$ cat config.mk
export PLATFORM = sky130hd
export DESIGN_NAME = dcdec_top
export DESIGN_NICKNAME = d
export VERILOG_FILES = /design/src/dcdec_pkg.sv /design/src/dcdec_top.sv
export SDC_FILE = /design/constraint.sdc
export NUM_CORES = 1
export LEC_CHECK = 0
export ABC_AREA = 1
export BUFFER_PORTS_ARGS = -buffer_cell sky130_fd_sc_hd__buf_4
export CAP_MARGIN = 15
export CORE_UTILIZATION = 54
export CTS_CLUSTER_DIAMETER = 60
export DETAILED_ROUTE_END_ITERATION = 10
export GPL_TIMING_DRIVEN = 1
export HOLD_SLACK_MARGIN = 0.05
export PLACE_DENSITY = 0.87
export SLEW_MARGIN = 10
export SYNTH_ARGS = -nofsm -noshare
export SYNTH_HDL_FRONTEND = slang
export SYNTH_SLANG_ARGS = --single-unit
$ cat constraint.sdc
create_clock -name clk -period 2.3 [get_ports clk]
set_input_delay 0.23 -clock clk [delete_from_list [all_inputs] [get_ports clk]]
set_output_delay 0.23 -clock clk [all_outputs]
set_load 0.03 [all_outputs]
$ cat src/dcdec_pkg.sv
// Constants, command codes and carrier types of the display command decoder
// Functional notes
// - Opcode 00h stores panel setup byte, default 0Fh, and common-electrode float bit D4.
// - Opcode 01h stores supply enables 07h, gate level 01h, source levels 05h.
// - Opcode 02h has no parameters and pulses the supplies-off event.
// - Opcode 03h stores supply-off delay select in bits D5:D4, default 00h.
// - Opcode 04h has no parameters and pulses the supplies-on event.
// - Opcode 06h stores soft-start phases A, B and six-bit C, all default 00h.
// - Opcode 07h enters deep sleep only when the next byte is check value A5h.
// - Opcode 10h streams pixel bytes, two 3-bit codes in D6:D4 and D2:D0.
// - Opcode 11h ends data; next read byte reports data-received flag in D7.
// - Opcode 12h has no parameters and pulses the display refresh start.
// - Opcode 13h stores image-process enable D4 and type D2:D0, default 00h.
// - Opcode 20h takes a 220-byte common-electrode table, 11 bytes repeated 20 times.
// - Opcode 21h takes a 260-byte blue-transition table, 13 bytes repeated 20 times.
// - Opcode 22h takes a 260-byte white-transition table, 13 bytes repeated 20 times.
// - Select line (leading bit in 9-bit mode) low marks an opcode byte, high marks a parameter or data byte.
// - Busy output goes low while the engine works; host waits for it high.
// - Serial bits count only with chip select low; width select picks 8 or 9 bits.
package dcdec_pkg;

	// ****************************************
	// Command codes
	// ****************************************
	localparam logic [7:0] CMD_PANEL = 8'h00;
	localparam logic [7:0] CMD_SUPPLY = 8'h01;
	localparam logic [7:0] CMD_SUPPLY_OFF = 8'h02;
	localparam logic [7:0] CMD_OFF_DELAY = 8'h03;
	localparam logic [7:0] CMD_SUPPLY_ON = 8'h04;
	localparam logic [7:0] CMD_SOFTSTART = 8'h06;
	localparam logic [7:0] CMD_SLEEP = 8'h07;
	localparam logic [7:0] CMD_PIXEL_LOAD = 8'h10;
	localparam logic [7:0] CMD_DATA_STOP = 8'h11;
	localparam logic [7:0] CMD_REFRESH = 8'h12;
	localparam logic [7:0] CMD_IMAGE_PROC = 8'h13;
	localparam logic [7:0] CMD_VCOM_TABLE = 8'h20;
	localparam logic [7:0] CMD_BLUE_TABLE = 8'h21;
	localparam logic [7:0] CMD_WHITE_TABLE = 8'h22;
	localparam logic [7:0] SLEEP_CHECK = 8'hA5;

	// ****************************************
	// Field masks and positions
	// ****************************************
	localparam logic [7:0] PANEL_MASK = 8'hEF;
	localparam logic [7:0] HIZ_MASK = 8'h10;
	localparam logic [7:0] ENABLE_MASK = 8'h37;
	localparam logic [7:0] GATE_MASK = 8'h07;
	localparam logic [7:0] LEVEL_MASK = 8'h3F;
	localparam logic [7:0] OFF_DELAY_MASK = 8'h30;
	localparam logic [7:0] PHASE_C_MASK = 8'h3F;
	localparam logic [7:0] IMAGE_MASK = 8'h17;
	localparam int FLAG_BIT = 7;
	localparam int PIX_A_LSB = 4;
	localparam int PIX_B_LSB = 0;

	// ****************************************
	// Transfer lengths, opcode byte excluded
	// ****************************************
	localparam logic [8:0] VCOM_TABLE_LEN = 9'h0DC;
	localparam logic [8:0] COLOR_TABLE_LEN = 9'h104;
	localparam logic [3:0] LAST_BIT_4WIRE = 4'h7;
	localparam logic [3:0] LAST_BIT_3WIRE = 4'h8;

	// ****************************************
	// Types
	// ****************************************
	typedef enum logic [2:0] {
		PH_IDLE = 3'b000,
		PH_PARAM = 3'b001,
		PH_PIXEL = 3'b010,
		PH_TABLE = 3'b011,
		PH_READ = 3'b100
	} dcdec_phase_t;

	typedef enum logic [1:0] {
		KIND_PIXEL = 2'b00,
		KIND_VCOM = 2'b01,
		KIND_BLUE = 2'b10,
		KIND_WHITE = 2'b11
	} dcdec_kind_t;

	typedef struct packed {
		logic [7:0] panel_config;
		logic [7:0] panel_vcom_hiz;
		logic [7:0] supply_enables;
		logic [7:0] gate_level;
		logic [7:0] pos_source_level;
		logic [7:0] neg_source_level;
		logic [7:0] poweroff_delay;
		logic [7:0] softstart_phase_a;
		logic [7:0] softstart_phase_b;
		logic [7:0] softstart_phase_c;
		logic [7:0] image_process_cfg;
	} dcdec_cfg_t;

	localparam dcdec_cfg_t CFG_RESET = '{8'h0F, 8'h00, 8'h07, 8'h01, 8'h05, 8'h05,
		8'h00, 8'h00, 8'h00, 8'h00, 8'h00};

	typedef struct packed {
		dcdec_kind_t kind;
		logic [7:0] data;
	} dcdec_item_t;

	typedef struct packed {
		dcdec_kind_t kind;
		logic [2:0] pix_a;
		logic [2:0] pix_b;
		logic [7:0] data;
	} dcdec_out_t;

endpackage

$ cat src/dcdec_top.sv
// Command decoder of the display driver with its stream FIFO
`timescale 1ns/1ns

// ****************************************
// Stream FIFO
// ****************************************
module dcdec_fifo
	import dcdec_pkg::*;
#(
	parameter int WIDTH = 10,
	parameter int DEPTH = 16
)
(
	// Clock and reset
	input wire logic clk,
	input wire logic rstn,
	// Fill side
	input wire logic in_valid,
	output logic in_ready,
	input wire logic [WIDTH-1:0] in_data,
	// Drain side
	output logic out_valid,
	input wire logic out_ready,
	output logic [WIDTH-1:0] out_data
);
	localparam int AW = $clog2(DEPTH);

	typedef struct packed {
		logic [AW:0] wr;
		logic [AW:0] rd;
	} dcdec_fptr_t;

	dcdec_fptr_t st;
	dcdec_fptr_t next_st;
	logic [WIDTH-1:0] mem [DEPTH];
	logic full;
	logic empty;

	// Full when pointers differ only in the wrap bit
	assign full = (st.wr[AW] != st.rd[AW]) && (st.wr[AW-1:0] == st.rd[AW-1:0]);
	assign empty = (st.wr == st.rd);
	assign in_ready = !full;
	assign out_valid = !empty;
	assign out_data = mem[st.rd[AW-1:0]];

	// Pointer advance
	always_comb
	begin
		next_st = st;
		if (in_valid && !full)
		begin
			next_st.wr = st.wr + 1'b1;
		end
		if (out_ready && !empty)
		begin
			next_st.rd = st.rd + 1'b1;
		end
	end

	// Pointer registers
	always_ff @(posedge clk)
	begin
		if (!rstn)
		begin
			st <= '0;
		end
		else
		begin
			st <= next_st;
		end
	end

	// Storage
	always_ff @(posedge clk)
	begin
		if (in_valid && !full)
		begin
			mem[st.wr[AW-1:0]] <= in_data;
		end
	end
endmodule

// ****************************************
// Command decoder
// ****************************************
module dcdec_top
	import dcdec_pkg::*;
#(
	parameter int FIFO_DEPTH = 16
)
(
	// Clock and reset
	input wire logic clk,
	input wire logic rstn,
	// Serial pins
	input wire logic csn,
	input wire logic sclk,
	input wire logic dc,
	input wire logic serial_width_select,
	input wire logic sdio_in,
	output logic sdio_out,
	output logic sdio_oe,
	// Engine status and busy pin
	input wire logic engine_busy,
	output logic busy_n,
	// Settings and events
	output dcdec_cfg_t cfg,
	output logic supply_on,
	output logic supply_off,
	output logic refresh_start,
	output logic deep_sleep,
	// Pixel and table stream
	output logic out_valid,
	input wire logic out_ready,
	output dcdec_out_t out_item
);
	typedef struct packed {
		logic sclk_m;
		logic sclk_q;
		logic sclk_p;
		logic sdi_m;
		logic sdi_q;
		logic csn_m;
		logic csn_q;
		logic dc_m;
		logic dc_q;
		logic bs_m;
		logic bs_q;
		logic [3:0] nbit;
		logic [7:0] shreg;
		dcdec_phase_t phase;
		logic [7:0] op;
		logic [8:0] idx;
		logic [7:0] tx;
		logic flag;
		dcdec_cfg_t cfg;
		logic ev_on;
		logic ev_off;
		logic ev_ref;
		logic asleep;
		logic busy_n;
		logic sdo;
		logic sdo_oe;
		logic ovalid;
		dcdec_out_t oitem;
	} dcdec_state_t;

	dcdec_state_t st;
	dcdec_state_t next_st;
	logic rise;
	logic fall;
	logic byte_done;
	logic rx_data;
	logic [7:0] rx_byte;
	logic push;
	dcdec_item_t push_item;
	logic fifo_in_ready;
	logic fifo_out_valid;
	logic fifo_out_ready;
	dcdec_item_t fifo_out_data;

	// ****************************************
	// Next-state logic
	// ****************************************
	always_comb
	begin
		next_st = st;
		rise = st.sclk_q & ~st.sclk_p;
		fall = ~st.sclk_q & st.sclk_p;
		byte_done = 1'b0;
		rx_data = 1'b0;
		rx_byte = 8'h00;
		push = 1'b0;
		push_item = '0;
		next_st.ev_on = 1'b0;
		next_st.ev_off = 1'b0;
		next_st.ev_ref = 1'b0;
		// Two-stage synchronisers on every pin
		next_st.sclk_m = sclk;
		next_st.sclk_q = st.sclk_m;
		next_st.sclk_p = st.sclk_q;
		next_st.sdi_m = sdio_in;
		next_st.sdi_q = st.sdi_m;
		next_st.csn_m = csn;
		next_st.csn_q = st.csn_m;
		next_st.dc_m = dc;
		next_st.dc_q = st.dc_m;
		next_st.bs_m = serial_width_select;
		next_st.bs_q = st.bs_m;
		// Bit assembly, 8 bits plus pin or 9 bits with leading select bit
		if (st.csn_q)
		begin
			next_st.nbit = 4'h0;
			// A read cut by deselect must not swallow the next frame
			if (st.phase == PH_READ)
			begin
				next_st.phase = PH_IDLE;
			end
		end
		else if (rise)
		begin
			next_st.shreg = {st.shreg[6:0], st.sdi_q};
			if (st.phase == PH_READ)
			begin
				next_st.nbit = st.nbit + 4'h1;
				if (st.nbit == LAST_BIT_4WIRE)
				begin
					next_st.nbit = 4'h0;
					next_st.phase = PH_IDLE;
				end
			end
			else if (st.nbit == (st.bs_q ? LAST_BIT_3WIRE : LAST_BIT_4WIRE))
			begin
				byte_done = !st.asleep;
				next_st.nbit = 4'h0;
				rx_byte = {st.shreg[6:0], st.sdi_q};
				rx_data = st.bs_q ? st.shreg[7] : st.dc_q;
			end
			else
			begin
				next_st.nbit = st.nbit + 4'h1;
			end
		end
		// Shift only after a read bit, not on the opcode's own last fall
		else if (fall && st.phase == PH_READ && st.nbit != 4'h0)
		begin
			next_st.tx = {st.tx[6:0], 1'b0};
		end
		// Opcode byte
		if (byte_done && !rx_data)
		begin
			next_st.op = rx_byte;
			next_st.idx = 9'h000;
			next_st.phase = PH_IDLE;
			case (rx_byte)
				CMD_PANEL, CMD_SUPPLY, CMD_OFF_DELAY, CMD_SOFTSTART, CMD_SLEEP, CMD_IMAGE_PROC:
				begin
					next_st.phase = PH_PARAM;
				end
				CMD_SUPPLY_OFF: next_st.ev_off = 1'b1;
				CMD_SUPPLY_ON: next_st.ev_on = 1'b1;
				CMD_REFRESH: next_st.ev_ref = 1'b1;
				CMD_PIXEL_LOAD:
				begin
					next_st.phase = PH_PIXEL;
					next_st.flag = 1'b0;
				end
				CMD_DATA_STOP:
				begin
					next_st.phase = PH_READ;
					next_st.tx = 8'h00;
					next_st.tx[FLAG_BIT] = st.flag;
				end
				CMD_VCOM_TABLE, CMD_BLUE_TABLE, CMD_WHITE_TABLE:
				begin
					next_st.phase = PH_TABLE;
				end
				default: next_st.phase = PH_IDLE;
			endcase
		end
		// Parameter and data bytes
		else if (byte_done)
		begin
			if (st.idx != 9'h1FF)
			begin
				next_st.idx = st.idx + 9'h001;
			end
			case (st.phase)
				PH_PARAM:
				begin
					case (st.op)
						CMD_PANEL:
						begin
							if (st.idx == 9'h000)
							begin
								next_st.cfg.panel_config = rx_byte & PANEL_MASK;
							end
							if (st.idx == 9'h001)
							begin
								next_st.cfg.panel_vcom_hiz = rx_byte & HIZ_MASK;
							end
						end
						CMD_SUPPLY:
						begin
							case (st.idx)
								9'h000: next_st.cfg.supply_enables = rx_byte & ENABLE_MASK;
								9'h001: next_st.cfg.gate_level = rx_byte & GATE_MASK;
								9'h002: next_st.cfg.pos_source_level = rx_byte & LEVEL_MASK;
								9'h003: next_st.cfg.neg_source_level = rx_byte & LEVEL_MASK;
								default: next_st.cfg = st.cfg;
							endcase
						end
						CMD_OFF_DELAY:
						begin
							if (st.idx == 9'h000)
							begin
								next_st.cfg.poweroff_delay = rx_byte & OFF_DELAY_MASK;
							end
						end
						CMD_SOFTSTART:
						begin
							case (st.idx)
								9'h000: next_st.cfg.softstart_phase_a = rx_byte;
								9'h001: next_st.cfg.softstart_phase_b = rx_byte;
								9'h002: next_st.cfg.softstart_phase_c = rx_byte & PHASE_C_MASK;
								default: next_st.cfg = st.cfg;
							endcase
						end
						CMD_SLEEP:
						begin
							if (st.idx == 9'h000 && rx_byte == SLEEP_CHECK)
							begin
								next_st.asleep = 1'b1;
							end
						end
						CMD_IMAGE_PROC:
						begin
							if (st.idx == 9'h000)
							begin
								next_st.cfg.image_process_cfg = rx_byte & IMAGE_MASK;
							end
						end
						default: next_st.cfg = st.cfg;
					endcase
				end
				PH_PIXEL:
				begin
					push = fifo_in_ready;
					push_item = '{KIND_PIXEL, rx_byte};
					next_st.flag = 1'b1;
				end
				PH_TABLE:
				begin
					// Bytes past the table length are dropped
					if (st.op == CMD_VCOM_TABLE)
					begin
						push = fifo_in_ready && (st.idx < VCOM_TABLE_LEN);
						push_item = '{KIND_VCOM, rx_byte};
					end
					else
					begin
						push = fifo_in_ready && (st.idx < COLOR_TABLE_LEN);
						push_item = '{(st.op == CMD_BLUE_TABLE) ? KIND_BLUE : KIND_WHITE, rx_byte};
					end
				end
				default: next_st.idx = st.idx;
			endcase
		end
		// Read-back driver and busy pin
		next_st.sdo = next_st.tx[FLAG_BIT];
		next_st.sdo_oe = (next_st.phase == PH_READ) && !st.csn_q;
		next_st.busy_n = !(engine_busy || !fifo_in_ready);
		// Output stage of the stream
		if (fifo_out_valid && fifo_out_ready)
		begin
			next_st.ovalid = 1'b1;
			next_st.oitem.kind = fifo_out_data.kind;
			next_st.oitem.data = fifo_out_data.data;
			next_st.oitem.pix_a = fifo_out_data.data[PIX_A_LSB +: 3];
			next_st.oitem.pix_b = fifo_out_data.data[PIX_B_LSB +: 3];
		end
		else if (out_ready)
		begin
			next_st.ovalid = 1'b0;
		end
	end

	assign fifo_out_ready = !st.ovalid || out_ready;

	// ****************************************
	// State register
	// ****************************************
	always_ff @(posedge clk)
	begin
		if (!rstn)
		begin
			st <= '0;
			st.csn_m <= 1'b1;
			st.csn_q <= 1'b1;
			st.cfg <= CFG_RESET;
			st.busy_n <= 1'b1;
		end
		else
		begin
			st <= next_st;
		end
	end

	dcdec_fifo #(
		.WIDTH($bits(dcdec_item_t)),
		.DEPTH(FIFO_DEPTH)
	) u_fifo (
		.clk(clk),
		.rstn(rstn),
		.in_valid(push),
		.in_ready(fifo_in_ready),
		.in_data(push_item),
		.out_valid(fifo_out_valid),
		.out_ready(fifo_out_ready),
		.out_data(fifo_out_data)
	);

	// Outputs from flops
	assign sdio_out = st.sdo;
	assign sdio_oe = st.sdo_oe;
	assign busy_n = st.busy_n;
	assign cfg = st.cfg;
	assign supply_on = st.ev_on;
	assign supply_off = st.ev_off;
	assign refresh_start = st.ev_ref;
	assign deep_sleep = st.asleep;
	assign out_valid = st.ovalid;
	assign out_item = st.oitem;
endmodule

==> results.yml, run 1 <==
floorplanning:
  die_area_sq_um: 24800
  ioPinCount: 121
  initial_core_util_pct: 55.3
  fp.dieH_um: 157
  die_w_um: 157
  rows: 56
  core_area_sq_um: 23600
final_layout:
  diodes: 0
  drive_gt1_share_pct: 18.2
  layoutNonFillerInstCount: 1717
  fillCellCount: 1712
  areaGrowthSynthToFinish_pct: 13.6
  nets: 1394
synthesis:
  syn_inst: 1313
  synth-edff-count: 160
  synthTopCellsByCount: "208 x nor2_1, 160 x edfxtp_1, 139 x dfxtp_1"
  syn-cell-area_sq_um: 13000
  synth_ff_type: "edfxtp_1"
  yosysMostFrequentCell: "nor2_1"
  synth-compound-area-share_pct: 13.1
  synthArstFlopShare_pct: 0
  synth.area.top_cells: "edfxtp_1 37%, dfxtp_1 21%, buf_4 6.0%"
  yosys_warnings: 0
  synth_adder_area_share_pct: 1.15
  yosysSeqAreaShare_pct: 58.2
  synth_top_family_by_area: "simple AND/OR/NAND/NOR gates"
  yosys.area.top_type: "edfxtp_1"
  synth_cell_types: 50
  synth_top_cell_area_share_pct: 36.8
  synthSimpleGateAreaFrac_pct: 15.1
  synth_xor_area_share_pct: 0.403
  synthMuxAreaShare_pct: 0.844
  syn_area_per_cell_sq_um: 9.94
  ys_ff_latch: 299
critical_path:
  startpoint_type: "flip-flop"
  crit_type: "flip-flop to flip-flop"
  crit_path_end_kind: "flip-flop"
  cp_max_fo: 16
  cp_slowest_stage_delay_ns: 0.40
  ff2ff_setup_slack_ns: 0.14
  critical_path_arrival_ns: 2.53
  required_ns: 2.66
  crit_top_cell: "nand2_2"
  path_cells: "nand2_1 -> inv_1 -> nand3_1 -> nand2_2 -> nand2_2 -> inv_2 -> nand4_2 -> nor3_1 -> buf_4"
  slowest_stage: "dfxtp_1"
clock_tree:
  clockBufferDepth: 3
  cts_sinks: 299
  clk_pin_slew_ns: 0.06
  post-cts-setup-buffers: 0
  cts_root_buffer: "clkbuf_16"
  cts_tree: "yes"
  clk-insertion-delay-late_ns: 0.57
  cts_buffers: 31
  htree_levels: 1
timing:
  fin_skew_ns: 0.0299
  layout_setup_ws_ns: 0.137
  drv_slew: 0
  max-slew-margin-rel_pct: 45.8
  max_freq_mhz: 462
  period_share_pct: 94.1
  fin_setup_tns_ns: 0
  fin_crit_ns: 2.16
  hold_viol: 0
  worstMarginPinSlew_ns: 0.813
  rsz0062_at_grt: "no"
  setup_viol: 0
grt:
  met1_usage_pct: 33.1
  overflow: 0
  grt_pass1_wl_um: 48700
  antenna_found_initial: 0
  grt_max_degree: 81
  busiest_layer: "met2"
  grtUsageTotal_pct: 25.5
  grtUsageMet3_pct: 3.91
  met2_usage_pct: 42.9
  grt_pass1_vias: 9159
route:
  wl_um: 31500
  ant_nets: 0
  drt_iter0_markers: 1312
  drc_errors: 0
  drtPass1Iterations: 5
  vias: 9773
  post_drt_via_cell_ratio: 5.69
  avgRoutedWirePerCell_um: 18.3
placed_design:
  routabilityCongestion: 0.973
  place_inst: 1651
  post-place-ws_ns: 0.197
  hpwl_um: 20400
  port_buffers: 88
outcome:
  status: "completed"
power:
  power_density_nw_per_um2: 896
  peakVddDrop_mv: 0.627
  power_leakage_nw: 5.45
flow_run:
  maxCapViolCount: 0
hold_path:
  hold_class: "primary input to flip-flop"
==> critical path: cells and delay by family (launching register included) <==
family / cells / cell delay, ns
buffers and inverters: 3 / 0.55
flip-flops: 1 / 0.40
AND/OR/NAND/NOR: 6 / 1.03
==> through the flow <==
step	utilization (%)	hold slack (ns)	power, mW	instance area (sq um)
global placement	58.0	0.396	8.17	13700
detailed placement	58.0	0.399	8.23	13700
global route	62.8	0.0679	13.7	14800
floorplan	-	0.328	7.65	13200
CTS	62.7	0.0541	13.3	14800
finish	62.8	0.0704	13.3	14800
==> cell usage in the layout (no fill, tap or decap), types with 9 or more instances in the layout <==
| cell | netlist | layout |
|---|---|---|
| o221ai_1 | 11 | 11 |
| clkinv_1 | 4 | 9 |
| a21oi_1 | 68 | 68 |
| nand3_1 | 39 | 39 |
| a31oi_1 | 11 | 11 |
| a211oi_1 | 9 | 9 |
| nand2_1 | 103 | 103 |
| clkbuf_16 | 0 | 31 |
| nand4_1 | 11 | 11 |
| o211ai_1 | 43 | 43 |
| nor3_1 | 17 | 17 |
| mux2i_1 | 11 | 11 |
| buf_4 | 105 | 143 |
| inv_1 | 100 | 100 |
| edfxtp_1 | 160 | 160 |
| dfxtp_1 | 139 | 137 |
| o21ai_0 | 116 | 116 |
| nor2_1 | 208 | 207 |
| conb_1 | 1 | 32 |
| ha_1 | 12 | 12 |
==> layout make-up <==
| type | count | area [sq um] | share of cell area (%) |
|---|---|---|---|
| clock buffers | 36 | 805 | 5.43 |
| clock inverters | 22 | 239 | 1.61 |
| inverters | 114 | 434 | 2.93 |
| multi-input cells | 772 | 4120 | 27.8 |
| flip-flops and latches | 299 | 7590 | 51.2 |
| well taps | 319 | 399 | 2.69 |
| repair buffers | 155 | 1230 | 8.33 |
==> where the power goes <==
group / switching [mW] / internal [mW] / total, mW
logic: 1.59 / 0.741 / 2.33
clock network: 2.11 / 2.97 / 5.09
registers: 0.161 / 5.70 / 5.86
total: 3.86 / 9.41 / 13.3
==> sequential cells by signal, summed over array words and instances (netlist names), 6 cells and up, named ones only <==
name and cells:
u_fifo.mem 160, out_item 10, next_st 6, st 46, cfg 56, u_fifo.st 10
==> per-layer routing <==
layer	share of wire [%]	up-vias
li1	-	4506
met1	39	4645
met2	49	532
met3	8.9	90
met4	3.7	0
met5	0	-
==> cell families after synthesis <==
group	count (synthesis)
XOR/XNOR	6
adder cells (fa/ha/maj)	12
other	1
AND/OR/NAND/NOR	424
buffers and inverters	273
multiplexers	11
flip-flops	299
AO/OA/AOI/OAI	287
==> path summary, 6_finish.rpt <==
check               startpoint          endpoint  cells after the start
hold reg to reg   next_st[162]      next_st[161]                      2
setup / recovery       st[149]  u_fifo.mem[0][9]                      9
hold / removal            rstn           st[139]                      3
setup reg to reg       st[149]  u_fifo.mem[0][9]                      9
==> timing repair <==
action,4_1_cts,5_1_grt
endpoints found under the setup margin,0,10
gates resized for setup,0,1
hold buffers,8,0
hold endpoints to repair,7,0
No activity file was read; power rests on OpenSTA's default activity.
==> inputs of run 2 (changes only) <==
--- a/config.mk
+++ b/config.mk
@@ -8,7 +8,9 @@
 export ABC_AREA = 1
 export BUFFER_PORTS_ARGS = -buffer_cell sky130_fd_sc_hd__buf_4
 export CAP_MARGIN = 15
-export CORE_UTILIZATION = 54
+export CELL_PAD_IN_SITES_DETAIL_PLACEMENT = 0
+export CELL_PAD_IN_SITES_GLOBAL_PLACEMENT = 1
+export CORE_UTILIZATION = 42
 export CTS_CLUSTER_DIAMETER = 60
 export DETAILED_ROUTE_END_ITERATION = 10
 export GPL_TIMING_DRIVEN = 1
==> run 2 against run 1 <==
Compared with the run above: global-route usage fell by 6.6 points; routed wire length fell by 3.2%; combinational power barely moved; largest power group unchanged; critical path type unchanged; highest routed layer unchanged.
==> results.yml, run 2 (synthesis results as in run 1) <==
power:
  peakVddDrop_mv: 0.525
  power_leakage_nw: 5.41
  power_density_nw_per_um2: 886
clock_tree:
  cts_buffers: 30
  cts_root_buffer: "clkbuf_16"
  cts_sinks: 299
  cts_tree: "yes"
  htree_levels: 1
  clk-insertion-delay-late_ns: 0.55
  clk_pin_slew_ns: 0.06
  clockBufferDepth: 3
  post-cts-setup-buffers: 0
critical_path:
  critical_path_arrival_ns: 2.56
  cp_max_fo: 11
  crit_type: "flip-flop to flip-flop"
  required_ns: 2.74
  startpoint_type: "flip-flop"
  crit_path_end_kind: "flip-flop"
timing:
  worstMarginPinSlew_ns: 0.502
  rsz0062_at_grt: "no"
  fin_setup_tns_ns: 0
  hold_viol: 0
  setup_viol: 0
  fin_crit_ns: 2.12
  fin_skew_ns: 0.0102
  period_share_pct: 92.0
  drv_slew: 0
  max-slew-margin-rel_pct: 66.4
  max_freq_mhz: 473
floorplanning:
  fp.dieH_um: 178
  rows: 64
  die_w_um: 178
  die_area_sq_um: 31800
  initial_core_util_pct: 42.7
  core_area_sq_um: 30600
  ioPinCount: 121
route:
  drtPass1Iterations: 5
  avgRoutedWirePerCell_um: 17.1
  drc_errors: 0
  drt_iter0_markers: 913
  post_drt_via_cell_ratio: 5.21
  wl_um: 30500
  ant_nets: 0
  vias: 9302
outcome:
  status: "completed"
grt:
  antenna_found_initial: 0
  overflow: 0
  grt_pass1_vias: 8566
  grt_max_degree: 81
  grt_pass1_wl_um: 46900
  grtUsageTotal_pct: 18.9
flow_run:
  maxCapViolCount: 0
final_layout:
  drive_gt1_share_pct: 17.8
  layout_commonest_cell: "nor2_1"
  most-common-layout-cells: "208 x nor2_1, 160 x edfxtp_1, 137 x dfxtp_1"
  areaGrowthSynthToFinish_pct: 14.2
  stdcell_area_sq_um: 14900
  fillCellCount: 2781
  nets: 1386
  fin_util_pct: 48.7
  diodes: 0
  largest_reg_flops: 160
placed_design:
  routabilityCongestion: 0.805
  port_buffers: 88
  hpwl_um: 20200
  place_area_sq_um: 13800
hold_path:
  hold_class: "primary input to flip-flop"
[run 2: changes by cell type in the layout (fill, tap and decap cells not counted), sizes merged]
cell / previous run / this run
buf: 147 / 141
clkbuf: 36 / 44
inv: 111 / 109
clkinvlp: 1 / 3
dlygate4sd3: 8 / 7
clkinv: 20 / 10
[run 2: what timing repair did]
item                       CTS  global route
setup endpoints to repair    0             1
gates resized for setup      0             2
hold endpoints to repair     7             0
hold buffers                 7             0
[run 2: worst max-delay path: stages, from the launching register on]
cell     delay, ns
dfxtp_1       0.41
nand2_1       0.09
inv_1         0.08
nand3_1       0.09
nand2_2       0.12
buf_4         0.21
nand3_2       0.30
nand2_1       0.23
nor2_4        0.07
nand3_2       0.19
nand3_1       0.10
nand2_1       0.07
nor2_1        0.04
[run 2: power breakdown]
| part | leakage [nW] | internal [mW] | switching [mW] |
|---|---|---|---|
| clock | 0.505 | 3.09 | 2.00 |
| sequential | 2.30 | 5.70 | 0.115 |
| combinational | 2.60 | 0.720 | 1.58 |
| total | 5.41 | 9.51 | 3.70 |
[run 2: cell type report]
type	count	area (sq um)	share of cell area [%]
Timing Repair Buffer	148	1220	8.16
Multi-Input combinational cell	772	4120	27.6
Clock buffer	44	878	5.89
Clock inverter	12	169	1.13
Tap cell	396	495	3.32
Sequential cell	299	7590	50.9
Inverter	114	434	2.91
[run 2: final timing paths]
check	start	to	slack, ns	cells after the start
worst max-delay path	st[149]	st[120]	0.18	12
worst min-delay path	rstn	st[139]	0.13	3
worst max register to register	st[149]	st[120]	0.18	12
worst min register to register	next_st[157]	st[157]	0.41	1
[run 2: layer usage]
layer	global-route usage, %	wire length [um]	vias up
li1	-	-	4495
met1	26.8	13500	4485
met2	30.5	14500	284
met3	2.62	1860	38
met4	4.56	541	0
met5	0	0	-
[run 2: per-stage QoR]
| stage | instances | worst slack, ns | hold WS (ns) | power [mW] |
|---|---|---|---|---|
| after floorplan | 1344 | 0.0186 | 0.328 | 7.65 |
| after detailed placement | 1722 | 0.206 | 0.398 | 8.21 |
| after global routing | 1785 | 0.00403 | 0.134 | 13.7 |
| final | 1785 | 0.184 | 0.128 | 13.2 |
| after CTS | 1785 | 0.194 | 0.120 | 13.3 |
| after global placement | 1722 | 0.208 | 0.394 | 8.19 |
==> inputs of run 3 (changes only) <==
--- a/config.mk
+++ b/config.mk
@@ -16,6 +16,7 @@
 export GPL_TIMING_DRIVEN = 1
 export HOLD_SLACK_MARGIN = 0.05
 export PLACE_DENSITY = 0.87
+export RECOVER_POWER = 100
 export SLEW_MARGIN = 10
 export SYNTH_ARGS = -nofsm -noshare
 export SYNTH_HDL_FRONTEND = slang
==> run 3 against run 2 <==
Compared with the run above: routed wire length decreased by 0.12%; sequential power barely moved; clock power about the same; global-route usage is the same; die area unchanged; clock skew increased by 0.0046 ns; highest routed layer unchanged; via count decreased by 0.24%; combinational power is 5% lower; cell count did not move; non-clock buffer count is the same; flip-flop and latch count is the same.
==> results.yml, run 3 (synthesis results as in run 1) <==
outcome:
  status: "completed"
timing:
  rsz0062_at_grt: "no"
  setup_viol: 0
  whs_ns: 0.137
  layout_setup_ws_ns: 0.132
  period_share_pct: 94.3
  max_freq_mhz: 461
  drv_slew: 0
  fin_crit_ns: 2.17
  hold_viol: 0
  fin_skew_ns: 0.0148
  fin_setup_tns_ns: 0
final_layout:
  largest_reg_flops: 160
  fin_util_pct: 47.4
  drive_gt1_share_pct: 10.8
  diodes: 0
  layoutNonFillerInstCount: 1785
  areaGrowthSynthToFinish_pct: 11.0
  fillCellCount: 2880
  nets: 1386
  layout_commonest_cell: "nor2_1"
  stdcell_area_sq_um: 14500
  most-common-layout-cells: "211 x nor2_1, 160 x edfxtp_1, 137 x dfxtp_1"
critical_path:
  crit_type: "flip-flop to flip-flop"
  cp_max_fo: 16
  crit_path_end_kind: "flip-flop"
  startpoint_type: "flip-flop"
  critical_path_arrival_ns: 2.53
  required_ns: 2.66
flow_run:
  maxCapViolCount: 0
route:
  drc_errors: 0
  wl_um: 30400
  post_drt_via_cell_ratio: 5.20
  vias: 9280
  ant_nets: 0
  drtPass1Iterations: 5
  avgRoutedWirePerCell_um: 17.1
  drt_iter0_markers: 825
clock_tree:
  clockBufferDepth: 3
  clk_pin_slew_ns: 0.06
  cts_root_buffer: "clkbuf_16"
  cts_sinks: 299
  clk-insertion-delay-late_ns: 0.55
  htree_levels: 1
  cts_tree: "yes"
  cts_buffers: 30
  post-cts-setup-buffers: 0
grt:
  grtUsageMet3_pct: 2.62
  grt_max_degree: 81
  grtUsageTotal_pct: 18.9
  antenna_found_initial: 0
  grt_pass1_wl_um: 46900
  busiest_layer: "met2"
  met2_usage_pct: 30.5
  grt_pass1_vias: 8566
  overflow: 0
  met1_usage_pct: 26.8
power:
  seq_power_share_pct: 44.4
  total_power_mw: 13.1
  p_int_mw: 9.40
  power_density_nw_per_um2: 903
  netSwitchingFraction_pct: 28.1
  peakVddDrop_mv: 0.526
  power_leakage_nw: 5.06
  p_sw_mw: 3.68
  comb_power_share_pct: 16.7
  p_clk_share_pct: 38.9
placed_design:
  post-place-ws_ns: 0.206
  port_buffers: 88
  place_inst: 1722
  hpwl_um: 20200
  routabilityCongestion: 0.805
  place_area_sq_um: 13800
floorplanning:
  initial_core_util_pct: 42.7
  fp.dieH_um: 178
  die_area_sq_um: 31800
  rows: 64
  core_area_sq_um: 30600
  ioPinCount: 121
  die_w_um: 178
hold_path:
  hold_class: "primary input to flip-flop"
-- run 3: cell count changes in the layout (fill, tap and decap cells not counted), moves of 2 or more --
cell      delta
buf_4      -101
nand3_2      -3
nand3_1      +5
nand3_4      -2
clkbuf_2    +11
nor2_1       +3
nor2_2       -2
clkbuf_1    +83
clkbuf_4     +4
nand2_2      -4
buf_2        +3
nand2_1      +4
-- run 3: final cells by class --
type / instances / area (sq um) / share of cell area [%]
clock buffers: 44 / 878 / 6.06
inverters: 114 / 430 / 2.97
flip-flops and latches: 299 / 7590 / 52.4
well taps: 396 / 495 / 3.42
repair buffers: 148 / 870 / 6.00
multi-input cells: 772 / 4050 / 28.0
clock inverters: 12 / 169 / 1.17
-- run 3: worst paths after layout --
| check | slack, ns | from | to | cells past startpoint |
|---|---|---|---|---|
| worst max-delay path | 0.13 | st[149] | u_fifo.mem[9][8] | 9 |
| worst min-delay path | 0.14 | rstn | st[139] | 3 |
| worst max register to register | 0.13 | st[149] | u_fifo.mem[9][8] | 9 |
| worst min register to register | 0.41 | next_st[157] | st[157] | 1 |
-- run 3: critical path, stage by stage, from the launching register on --
cell and delay, ns:
dfxtp_1 0.41, nand2_1 0.09, inv_1 0.08, nand3_1 0.09
nand2_2 0.11, nand2_1 0.13, inv_1 0.24, nand4_2 0.29
nor3_1 0.27, buf_4 0.27
-- run 3: power by group through the flow --
stage | sequential [mW] | combinational, mW | clock (mW)
after floorplan | 5.89 | 1.76 | 0
after global placement | 5.93 | 2.26 | 0
after detailed placement | 5.93 | 2.28 | 0
after CTS | 5.82 | 2.29 | 5.17
after global routing | 5.82 | 2.39 | 5.39
final | 5.81 | 2.19 | 5.09
-- run 3: what timing repair did --
action / 4_1_cts / 5_1_grt
setup endpoints to repair: 0 / 1
hold endpoints to repair: 7 / 0
hold buffers: 7 / 0
resized for setup: 0 / 2
-- run 3: per-layer routing --
| layer | wire length (um) | vias up |
|---|---|---|
| li1 | - | 4499 |
| met3 | 1940 | 38 |
| met4 | 539 | 0 |
| met1 | 13600 | 4447 |
| met2 | 14400 | 296 |
| met5 | 0 | - |
